### src/logic/pin_remap_pkg.sv
package pin_remap_pkg;

    // ==========================================================================
    // geometry
    // ==========================================================================
    localparam int unsigned NUM_PINS      = 44;
    localparam int unsigned CODE_W        = 6;
    localparam int unsigned NUM_FIELDS    = 14;
    localparam int unsigned NUM_OUT_PINS  = 2;
    localparam int unsigned ADDR_W        = 8;
    localparam int unsigned DATA_W        = 32;
    localparam int unsigned REG_W         = 16;
    localparam int unsigned STRB_W        = 4;

    // ==========================================================================
    // register byte addresses
    // ==========================================================================
    localparam logic [7:0] ADDR_IRQ_ONE      = 8'h00;
    localparam logic [7:0] ADDR_IRQ_TWO_THR  = 8'h04;
    localparam logic [7:0] ADDR_IRQ_FOUR     = 8'h08;
    localparam logic [7:0] ADDR_TMR_TWO_THR  = 8'h0c;
    localparam logic [7:0] ADDR_TMR_FOUR_FIV = 8'h10;
    localparam logic [7:0] ADDR_CAP_ONE_TWO  = 8'h1c;
    localparam logic [7:0] ADDR_CAP_THR_FOUR = 8'h20;
    localparam logic [7:0] ADDR_CAP_FIV_SIX  = 8'h24;
    localparam logic [7:0] ADDR_OUT_SELECT   = 8'h40;
    localparam logic [7:0] ADDR_OSC_CONTROL  = 8'h80;

    // ==========================================================================
    // field placement, one entry per peripheral input (index = PERIPH_SIG_O bit)
    // order: irq1 irq2 irq3 irq4 tmr2 tmr3 tmr4 tmr5 cap1 cap2 cap3 cap4 cap5 cap6
    // ==========================================================================
    localparam logic [7:0] FIELD_ADDR [NUM_FIELDS] = '{
        ADDR_IRQ_ONE, ADDR_IRQ_TWO_THR, ADDR_IRQ_TWO_THR, ADDR_IRQ_FOUR,
        ADDR_TMR_TWO_THR, ADDR_TMR_TWO_THR, ADDR_TMR_FOUR_FIV, ADDR_TMR_FOUR_FIV,
        ADDR_CAP_ONE_TWO, ADDR_CAP_ONE_TWO, ADDR_CAP_THR_FOUR, ADDR_CAP_THR_FOUR,
        ADDR_CAP_FIV_SIX, ADDR_CAP_FIV_SIX};
    localparam int unsigned FIELD_LSB [NUM_FIELDS] = '{
        8, 0, 8, 0, 0, 8, 0, 8, 0, 8, 0, 8, 0, 8};
    localparam int unsigned OUT_FIELD_LSB [NUM_OUT_PINS] = '{0, 8};

    // ==========================================================================
    // codes and reset values
    // ==========================================================================
    localparam logic [5:0] SEL_RESET       = 6'h3f;
    localparam logic [5:0] LAST_PIN_CODE   = 6'h2b;
    localparam logic [5:0] FUNC_NULL       = 6'h00;
    localparam logic [5:0] FUNC_SERIAL_TX  = 6'h03;
    localparam logic [5:0] FUNC_SERIAL_RTS = 6'h04;
    localparam int unsigned LOCK_BIT       = 6;
    localparam logic       LOCK_RESET      = 1'b0;
    localparam logic [7:0] UNLOCK_KEY_ONE  = 8'h46;
    localparam logic [7:0] UNLOCK_KEY_TWO  = 8'h57;

    typedef enum logic [2:0] {
        SEQ_IDLE  = 3'b001,
        SEQ_FIRST = 3'b010,
        SEQ_ARMED = 3'b100
    } unlock_seq_e;

endpackage : pin_remap_pkg

### src/logic/input_pin_remap_selectors.sv
`timescale 1ns/1ns
module input_pin_remap_selectors (
    input  wire logic        CLK_I,
    input  wire logic        SRST_I,
    input  wire logic        PSEL_I,
    input  wire logic        PENABLE_I,
    input  wire logic        PWRITE_I,
    input  wire logic [7:0]  PADDR_I,
    input  wire logic [31:0] PWDATA_I,
    input  wire logic [3:0]  PSTRB_I,
    output logic      [31:0] PRDATA_O,
    output logic             PREADY_O,
    output logic             PSLVERR_O,
    input  wire logic [43:0] PIN_I,
    output logic      [13:0] PERIPH_SIG_O,
    input  wire logic        SERIAL_ONE_TRANSMIT_I,
    input  wire logic        SERIAL_ONE_REQUEST_TO_SEND_I,
    output logic      [1:0]  OUT_PIN_O,
    output logic      [1:0]  OUT_PIN_OE_O,
    output logic             REMAP_WRITE_LOCK_O
);

    // ==========================================================================
    // decoding helpers
    // ==========================================================================
    // code beyond the last implemented pin (incl. reset code) yields ground
    function automatic logic pick_pin(input logic [43:0] pins, input logic [5:0] code);
        logic result;
        result = 1'b0;
        if (code <= pin_remap_pkg::LAST_PIN_CODE)
        begin
            result = pins[code];
        end
        return result;
    endfunction : pick_pin

    function automatic logic field_hit(input logic [7:0] addr, input int f);
        return addr == pin_remap_pkg::FIELD_ADDR[f];
    endfunction : field_hit

    function automatic logic addr_mapped(input logic [7:0] addr);
        logic hit;
        hit = 1'b0;
        for (int f = 0; f < pin_remap_pkg::NUM_FIELDS; f++)
        begin
            if (field_hit(addr, f))
            begin
                hit = 1'b1;
            end
        end
        if (addr == pin_remap_pkg::ADDR_OUT_SELECT || addr == pin_remap_pkg::ADDR_OSC_CONTROL)
        begin
            hit = 1'b1;
        end
        return hit;
    endfunction : addr_mapped

    // ==========================================================================
    // state
    // ==========================================================================
    logic [5:0]                sel_q [pin_remap_pkg::NUM_FIELDS];
    logic [5:0]                out_sel_q [pin_remap_pkg::NUM_OUT_PINS];
    logic                      lock_q;
    pin_remap_pkg::unlock_seq_e seq_q;
    logic [43:0]               pin_meta_q;
    logic [43:0]               pin_sync_q;
    logic [13:0]               periph_q;
    logic [1:0]                out_pin_q;
    logic [1:0]                out_oe_q;
    logic                      pready_q;
    logic                      pslverr_q;
    logic [31:0]               prdata_q;
    logic [31:0]               rd_word;
    logic                      setup_phase;
    logic                      wr_commit;
    logic                      sel_wr_ok;
    logic                      access_start;
    logic                      osc_wr;
    logic                      lock_wr;

    // ==========================================================================
    // apb handshake
    // ==========================================================================
    // ready is raised one cycle after setup, so every access ends in its first
    // access cycle; registering it keeps the port straight from a flip-flop
    assign setup_phase = PSEL_I & ~PENABLE_I;
    assign wr_commit   = PSEL_I & PENABLE_I & pready_q & PWRITE_I;
    assign sel_wr_ok   = wr_commit & ~lock_q;

    assign access_start = setup_phase & ~pready_q;
    assign osc_wr       = wr_commit & (PADDR_I == pin_remap_pkg::ADDR_OSC_CONTROL) & PSTRB_I[0];
    assign lock_wr      = osc_wr & (seq_q == pin_remap_pkg::SEQ_ARMED);

    always_comb
    begin
        rd_word = 32'h0000_0000;
        for (int f = 0; f < pin_remap_pkg::NUM_FIELDS; f++)
        begin
            if (field_hit(PADDR_I, f))
            begin
                rd_word[pin_remap_pkg::FIELD_LSB[f] +: 6] = sel_q[f];
            end
        end
        if (PADDR_I == pin_remap_pkg::ADDR_OUT_SELECT)
        begin
            for (int p = 0; p < pin_remap_pkg::NUM_OUT_PINS; p++)
            begin
                rd_word[pin_remap_pkg::OUT_FIELD_LSB[p] +: 6] = out_sel_q[p];
            end
        end
        if (PADDR_I == pin_remap_pkg::ADDR_OSC_CONTROL)
        begin
            rd_word[pin_remap_pkg::LOCK_BIT] = lock_q;
        end
    end

    // ready is a one-cycle pulse in the first access cycle
    always_ff @(posedge CLK_I)
    begin
        if (SRST_I)
        begin
            pready_q <= 1'b0;
        end
        else
        begin
            pready_q <= access_start;
        end
    end

    always_ff @(posedge CLK_I)
    begin
        if (SRST_I)
        begin
            pslverr_q <= 1'b0;
        end
        else if (access_start)
        begin
            pslverr_q <= ~addr_mapped(PADDR_I);
        end
        else
        begin
            pslverr_q <= 1'b0;
        end
    end

    // read data is captured at setup and held until the next setup, so a
    // master that samples late still finds it after ready has dropped
    always_ff @(posedge CLK_I)
    begin
        if (SRST_I)
        begin
            prdata_q <= 32'h0000_0000;
        end
        else if (access_start)
        begin
            prdata_q <= PWRITE_I ? 32'h0000_0000 : rd_word;
        end
    end

    // ==========================================================================
    // input selector registers
    // ==========================================================================
    // one 6-bit field per peripheral input; the bits between fields have no
    // storage at all, so writes there vanish and reads come back zero
    for (genvar f = 0; f < pin_remap_pkg::NUM_FIELDS; f++)
    begin : g_sel
        always_ff @(posedge CLK_I)
        begin
            if (SRST_I)
            begin
                sel_q[f] <= pin_remap_pkg::SEL_RESET;
            end
            else if (sel_wr_ok && field_hit(PADDR_I, f)
                     && PSTRB_I[pin_remap_pkg::FIELD_LSB[f] / 8])
            begin
                sel_q[f] <= PWDATA_I[pin_remap_pkg::FIELD_LSB[f] +: 6];
            end
        end
    end

    // ==========================================================================
    // output selector register, remappable pins two and three
    // ==========================================================================
    for (genvar p = 0; p < pin_remap_pkg::NUM_OUT_PINS; p++)
    begin : g_out
        always_ff @(posedge CLK_I)
        begin
            if (SRST_I)
            begin
                out_sel_q[p] <= pin_remap_pkg::FUNC_NULL;
            end
            else if (sel_wr_ok && PADDR_I == pin_remap_pkg::ADDR_OUT_SELECT
                     && PSTRB_I[pin_remap_pkg::OUT_FIELD_LSB[p] / 8])
            begin
                out_sel_q[p] <= PWDATA_I[pin_remap_pkg::OUT_FIELD_LSB[p] +: 6];
            end
        end

        // unknown function codes leave the pin undriven rather than guess
        always_ff @(posedge CLK_I)
        begin
            if (SRST_I)
            begin
                out_pin_q[p] <= 1'b0;
                out_oe_q[p]  <= 1'b0;
            end
            else
            begin
                case (out_sel_q[p])
                    pin_remap_pkg::FUNC_SERIAL_TX:
                    begin
                        out_pin_q[p] <= SERIAL_ONE_TRANSMIT_I;
                        out_oe_q[p]  <= 1'b1;
                    end
                    pin_remap_pkg::FUNC_SERIAL_RTS:
                    begin
                        out_pin_q[p] <= SERIAL_ONE_REQUEST_TO_SEND_I;
                        out_oe_q[p]  <= 1'b1;
                    end
                    default:
                    begin
                        out_pin_q[p] <= 1'b0;
                        out_oe_q[p]  <= 1'b0;
                    end
                endcase
            end
        end
    end

    // ==========================================================================
    // lock bit and unlock key sequence
    // ==========================================================================
    // any write between the keys and the lock write, other than a repeated first key, aborts the sequence,
    // which keeps a stray store from arming the lock change
    always_ff @(posedge CLK_I)
    begin
        if (SRST_I)
        begin
            seq_q  <= pin_remap_pkg::SEQ_IDLE;
        end
        else if (wr_commit)
        begin
            if (PADDR_I != pin_remap_pkg::ADDR_OSC_CONTROL || !PSTRB_I[0])
            begin
                seq_q <= pin_remap_pkg::SEQ_IDLE;
            end
            else
            begin
                case (seq_q)
                    pin_remap_pkg::SEQ_ARMED:
                    begin
                        seq_q  <= pin_remap_pkg::SEQ_IDLE;
                    end
                    pin_remap_pkg::SEQ_FIRST:
                    begin
                        if (PWDATA_I[7:0] == pin_remap_pkg::UNLOCK_KEY_TWO)
                        begin
                            seq_q <= pin_remap_pkg::SEQ_ARMED;
                        end
                        else if (PWDATA_I[7:0] == pin_remap_pkg::UNLOCK_KEY_ONE)
                        begin
                            seq_q <= pin_remap_pkg::SEQ_FIRST;
                        end
                        else
                        begin
                            seq_q <= pin_remap_pkg::SEQ_IDLE;
                        end
                    end
                    pin_remap_pkg::SEQ_IDLE:
                    begin
                        if (PWDATA_I[7:0] == pin_remap_pkg::UNLOCK_KEY_ONE)
                        begin
                            seq_q <= pin_remap_pkg::SEQ_FIRST;
                        end
                    end
                    default:
                    begin
                        seq_q <= pin_remap_pkg::SEQ_IDLE;
                    end
                endcase
            end
        end
    end

    // lock moves only on the write that follows both keys; any other value
    // written there just leaves it where it is
    always_ff @(posedge CLK_I)
    begin
        if (SRST_I)
        begin
            lock_q <= pin_remap_pkg::LOCK_RESET;
        end
        else if (lock_wr)
        begin
            lock_q <= PWDATA_I[pin_remap_pkg::LOCK_BIT];
        end
    end

    // ==========================================================================
    // pin synchronisers and peripheral input muxes
    // ==========================================================================
    // pins are asynchronous; the mux only ever sees the second stage
    always_ff @(posedge CLK_I)
    begin
        if (SRST_I)
        begin
            pin_meta_q <= 44'h000_0000_0000;
        end
        else
        begin
            pin_meta_q <= PIN_I;
        end
    end

    always_ff @(posedge CLK_I)
    begin
        if (SRST_I)
        begin
            pin_sync_q <= 44'h000_0000_0000;
        end
        else
        begin
            pin_sync_q <= pin_meta_q;
        end
    end

    for (genvar f = 0; f < pin_remap_pkg::NUM_FIELDS; f++)
    begin : g_mux
        always_ff @(posedge CLK_I)
        begin
            if (SRST_I)
            begin
                periph_q[f] <= 1'b0;
            end
            else
            begin
                periph_q[f] <= pick_pin(pin_sync_q, sel_q[f]);
            end
        end
    end

    // ==========================================================================
    // outputs
    // ==========================================================================
    assign PRDATA_O           = prdata_q;
    assign PREADY_O           = pready_q;
    assign PSLVERR_O          = pslverr_q;
    assign PERIPH_SIG_O       = periph_q;
    assign OUT_PIN_O          = out_pin_q;
    assign OUT_PIN_OE_O       = out_oe_q;
    assign REMAP_WRITE_LOCK_O = lock_q;

endmodule : input_pin_remap_selectors

### config.mk
export PLATFORM = sky130hd
export DESIGN_NAME = input_pin_remap_selectors
export DESIGN_NICKNAME = d
export VERILOG_FILES = /design/src/logic/pin_remap_pkg.sv /design/src/logic/input_pin_remap_selectors.sv
export SDC_FILE = /design/constraint.sdc
export NUM_CORES = 1
export LEC_CHECK = 0
export ABC_CLOCK_PERIOD_IN_PS = 3000
export BUFFER_PORTS_ARGS = -buffer_cell sky130_fd_sc_hd__buf_2
export CAP_MARGIN = 20
export CORE_ASPECT_RATIO = 1.1
export CORE_MARGIN = 1.5
export CORE_UTILIZATION = 30
export CTS_BUF_LIST = sky130_fd_sc_hd__clkbuf_4
export CTS_CLUSTER_DIAMETER = 40
export DETAILED_ROUTE_END_ITERATION = 7
export HOLD_SLACK_MARGIN = 0.12
export SKIP_CTS_REPAIR_TIMING = 1
export SLEW_MARGIN = 15
export SYNTH_ARGS = -nofsm -noshare
export SYNTH_HDL_FRONTEND = slang
export SYNTH_SLANG_ARGS = --single-unit
export TNS_END_PERCENT = 30
### constraint.sdc
create_clock -name CLK_I -period 3 [get_ports CLK_I]
set_clock_uncertainty 0.05 [all_clocks]
set_input_delay 0.45 -clock CLK_I [delete_from_list [all_inputs] [get_ports CLK_I]]
set_output_delay 0.45 -clock CLK_I [all_outputs]
set_load 0.05 [all_outputs]
== Word level (Yosys, flattened, before mapping) ==
Memory sizes are Yosys's and may differ from the RTL's.
Index checks and enable logic that the tools add are counted.
Storage, ports and cells
  register bits after elaboration: 144
  bits in writable memories: 96
  logic and storage cells: 298
  memories: 2
Memories
  sel_q: depth 14, bits a word 6, rd ports 14, clocked after memory_dff 0, write ports 14, RTL line input_pin_remap_selectors.sv:61  | logic [5:0] sel_q [pin_remap_pkg::NUM_FIELDS];
  out_sel_q: depth 2, bits a word 6, rd ports 2, clocked after memory_dff 0, write ports 2, RTL line input_pin_remap_selectors.sv:62  | logic [5:0] out_sel_q [pin_remap_pkg::NUM_OUT_PINS];
Operators by class
  order comparisons: 28
  equal/unequal tests: 20
  muxes and demuxes: 132
  bitwise gates (word level): 44
  reductions and logical operators: 47
Operator list (number)
  $mux 6: 32
  $lt 6x7->1 const B: 14
  $bmux 1 s6: 14
  $le 6x6->1 const B: 14
  $mux 1: 78
  $reduce_or 2->1: 17
  $logic_and 1x1->1: 25
  $eq 8x7->1 const B: 3
  $not 1->1: 19
  $eq 8x4->1 const B: 2
  $eq 8x5->1 const B: 2
  $eq 8x6->1 const B: 2
  $or 1x1->1: 16
  $mux 14: 1
  $eq 6x2->1 const B: 2
  $eq 6x3->1 const B: 2
  $and 1x1->1: 9
  $mux 3: 3
  $eq 8x3->1 const B: 1
  $eq 8x8->1 const B: 1
  $logic_not 8->1: 1
  $ne 8x8->1 const B: 1
  $pmux 3 s2: 1
  $pmux 1 s2: 2
  8 further kinds: 9

== Longest topological paths before layout ==
  depth after elaboration: 13
  depth in mapped cells: 8
  depth with buffers taken out: 5

== Worst setup path before layout ==
Ideal clock, no wire load.
  path type: input to register
  start point: in PADDR_I[7]
  end point: mem sel_q[12][0] (netlist: sel_q[1][24]), enable pin
  data arrival time: 2.104 ns
  required time: 2.573 ns
  setup slack: 0.469 ns
  stages on the path: 7
  path buffers: 3
  path through: buf_2 -> or4b_4 -> nor3_4 -> buf_6 -> buf_6 -> nand2_1 -> o21ai_0
RTL lines
  from (decl): RTL line input_pin_remap_selectors.sv:8  | input wire logic [7:0] PADDR_I,
  to (decl): RTL line input_pin_remap_selectors.sv:61

==> results.toml <==
[global_routing]
antenna_found_initial = 1
grt_pass1_wl_mm = 71.57
grt_pass1_vias = 11540
overflow = 0
grt_start_max_net_pins = 46
grt_usage_pct = 19.74

[timing]
holdWs_ns = 0.1296
min_period_ns = 2.571
max_slew_margin_pct = 36.21
setup_viol = 0
slew_violations = 0
clock.fmax_ghz = 0.3889
finalCritPeriodShare_pct = 85.71
rsz0062_at_grt = "false"
setup_tns_ns = 0
hold_violations = 0
worst_slew_pin_slew_ns = 0.9569

[clocking]
cts_tree = "built"
insertion_delay_ns = 0.73
cts_buffers = 60
cts_max_level = 2
clk_pin_slew_worst_paths_ns = 0.07
clock-sinks = 221
clockBufferDepth = 3
root_buffer = "clkbuf_4"

[power_and_ir_drop]
total_power_uw = 6723
vdd_ir_drop_max_v = 0.0002210
p_leak_uw = 0.006216
p_per_area_mw_per_mm2 = 402.6

[detailed_routing]
drc_errors = 0
ant_nets = 0
first_pass_iters = 6
dr_total_vias = 11820
drt-initial-drc-count = 1383
routed_wl_mm = 48.89
wire_per_inst_um = 23.65
vias_per_cell = 5.719

[final_layout]
final_util_pct = 35.73
fin_cells = 2067
final_layout_size_suffix_gt1_share_pct = 35.15
num-nets-final = 1519
syn2layout_area_growth_pct = 17.34

[placed_design]
dp.cells = 1907
gp_congestion = 0.9807
port_buffers = 108
hpwl_mm = 33.50

[worst_setup_path]
critPathLaunchType = "flip-flop"
crit_buf_inv = 0
critical_path.top_delay_family = "flip-flops"
critical_path.max_stage_delay_ns = 0.94
required_ns = 3.46
crit_type = "flip-flop to flip-flop"
worstPathCellList = "mux4_2, mux2i_1, o211a_1, nor4_1"
cp_max_fo = 12
cp.arrival_ns = 3.03
worst_setup_path_end_kind = "flip-flop"
slowest_stage = "edfxtp_1"

[synthesis]
synthCells = 1264
synth_seq_cells = 221
synth_edf_count = 96
ys_types = 80
synthFlopType = "dfxtp_1"
synth.avg_cell_area_um2 = 11.26
synth-async-reset-ratio_pct = 0
yosysWarnings = 0
synth_area_mm2 = 0.01423
yosysSeqAreaShare_pct = 37.84

[floorplan]
core-area_mm2 = 0.04673
start_util_pct = 30.45
io_pins = 148
die_y_um = 231.4
rows = 83
dieArea_mm2 = 0.04875
die_w_um = 210.7

[outcome]
status = "complete, no violations"

[flow_run]
cap_violations = 0

[min_path]
min_path_type = "input pin to flip-flop"
-- cells in the final DEF (no fill, tap or decap), types with 7 or more instances in the layout --
master,Yosys,routed
nor2b_1,107,107
buf_4,21,75
or3_1,7,7
a21oi_1,52,52
mux4_2,144,144
edfxtp_1,96,96
clkinv_1,0,20
nor2_1,52,52
o21ai_1,10,10
nand3_1,22,22
dlygate4sd3_1,0,50
nand3b_1,27,27
inv_1,12,12
mux2_2,7,7
a2bb2oi_1,10,10
clkbuf_4,0,78
a31oi_1,10,10
nand4_1,7,7
o211a_1,8,8
nand2_1,54,54
and2_1,13,13
dfxtp_1,125,125
o211ai_1,15,15
clkinv_2,0,7
conb_1,1,19
a22oi_1,10,10
a211o_1,11,11
o21ai_0,46,46
buf_2,24,107
mux2i_1,59,59
or2_2,80,80
nor3_1,13,13
-- cells in the mapped netlist, types with 4 or more instances --
cell / n / area [um^2]
nor2b_1: 107 / 669.4
and2_1: 13 / 81.33
o21ai_0: 46 / 230.2
or2_1: 6 / 37.54
o221ai_1: 6 / 52.55
o211ai_1: 15 / 112.6
nor2_1: 52 / 195.2
a211oi_1: 6 / 45.04
or4_1: 4 / 30.03
o21ai_1: 10 / 50.05
dfxtp_1: 125 / 2502
a311oi_1: 5 / 43.79
or3_1: 7 / 43.79
a211o_1: 11 / 96.34
and3_1: 4 / 25.02
a21oi_1: 52 / 260.3
nand4_1: 7 / 43.79
o211a_1: 8 / 80.08
a22oi_1: 10 / 75.07
inv_1: 12 / 45.04
nor3b_1: 4 / 30.03
a31oi_1: 10 / 62.56
mux2i_1: 59 / 590.6
buf_4: 21 / 157.7
clkbuf_1: 101 / 379.1
mux2_2: 7 / 78.83
buf_2: 24 / 120.1
nor3_1: 13 / 65.06
nand3_1: 22 / 110.1
nor4_1: 6 / 37.54
buf_6: 4 / 45.04
nand2_1: 54 / 202.7
nand2b_1: 6 / 37.54
a21boi_0: 4 / 30.03
edfxtp_1: 96 / 2883
a21o_1: 4 / 30.03
or2_2: 80 / 500.5
a2bb2oi_1: 10 / 87.58
nand3b_1: 27 / 202.7
mux4_2: 144 / 3243
-- worst min-delay path: cells and delay by family --
family / cells / cell delay, ns
and+or+nand+nor: 2 / 0.26
buffers and inverters: 1 / 0.10
AOI/OAI and AO/OA: 1 / 0.06
-- logic make-up after synthesis --
| kind of cell | after synthesis | synth area share [%] |
|---|---|---|
| buffers and inverters | 164 | 5.302 |
| and+or+nand+nor | 440 | 18.38 |
| muxes | 212 | 27.86 |
| DFF | 221 | 37.84 |
| other | 1 | 0.02635 |
| AOI/OAI and AO/OA | 226 | 10.59 |
-- power breakdown --
part	switching [uW]	internal [uW]	leakage, uW
registers	132	3200	0.00175
clock network	1290	1390	0.000454
logic	366	339	0.00401
-- through the flow --
stage / area [um^2] / setup WS (ns)
floorplan: 14300 / 0.4688
global placement: 15430 / 0.3933
detailed placement: 15430 / 0.3528
CTS: 16200 / 0.4790
global route: 16700 / 0.3735
finish: 16700 / 0.4286
-- path summary, 6_finish.rpt --
| kind | startpoint | end | slack, ns | cells past startpoint |
|---|---|---|---|---|
| min | SERIAL_ONE_TRANSMIT_I | OUT_PIN_O[1] | 0.13 | 4 |
| min reg2reg | pin_meta_q[6] | pin_sync_q[6] | 0.39 | 1 |
| max | sel_q[1][24] | PERIPH_SIG_O[12] | 0.43 | 4 |
| max reg2reg | sel_q[1][24] | PERIPH_SIG_O[12] | 0.43 | 4 |
-- layer usage --
layer  GRT usage (%)  up-vias  wire length [um]
met4           10.58        0              2704
met3           3.808      138              4264
met1           23.86     5827             18080
li1                -     5130                 -
met2           33.21      727             23840
met5               0        -                 0
-- registers in the layout, summed over array words and instances, names as in the netlist --
register	cells
OUT_PIN_O	2
sel_q	84
PRDATA_O	13
seq_q	3
pin_sync_q	44
REMAP_WRITE_LOCK_O	1
PERIPH_SIG_O	14
PSLVERR_O	1
pin_meta_q	44
OUT_PIN_OE_O	2
PREADY_O	1
out_sel_q	12
-- final cells by class --
type                    instances  area [um^2]
clock inverters                31        177.7
well taps                     595        744.5
diodes                          1        2.502
multi-input cells             897         8159
fillers                      4619        30030
flip-flops and latches        221         5385
repair buffers                232         1599
inverters                      12        45.04
clock buffers                  78        585.6
Power figures use the tool's default switching activity.
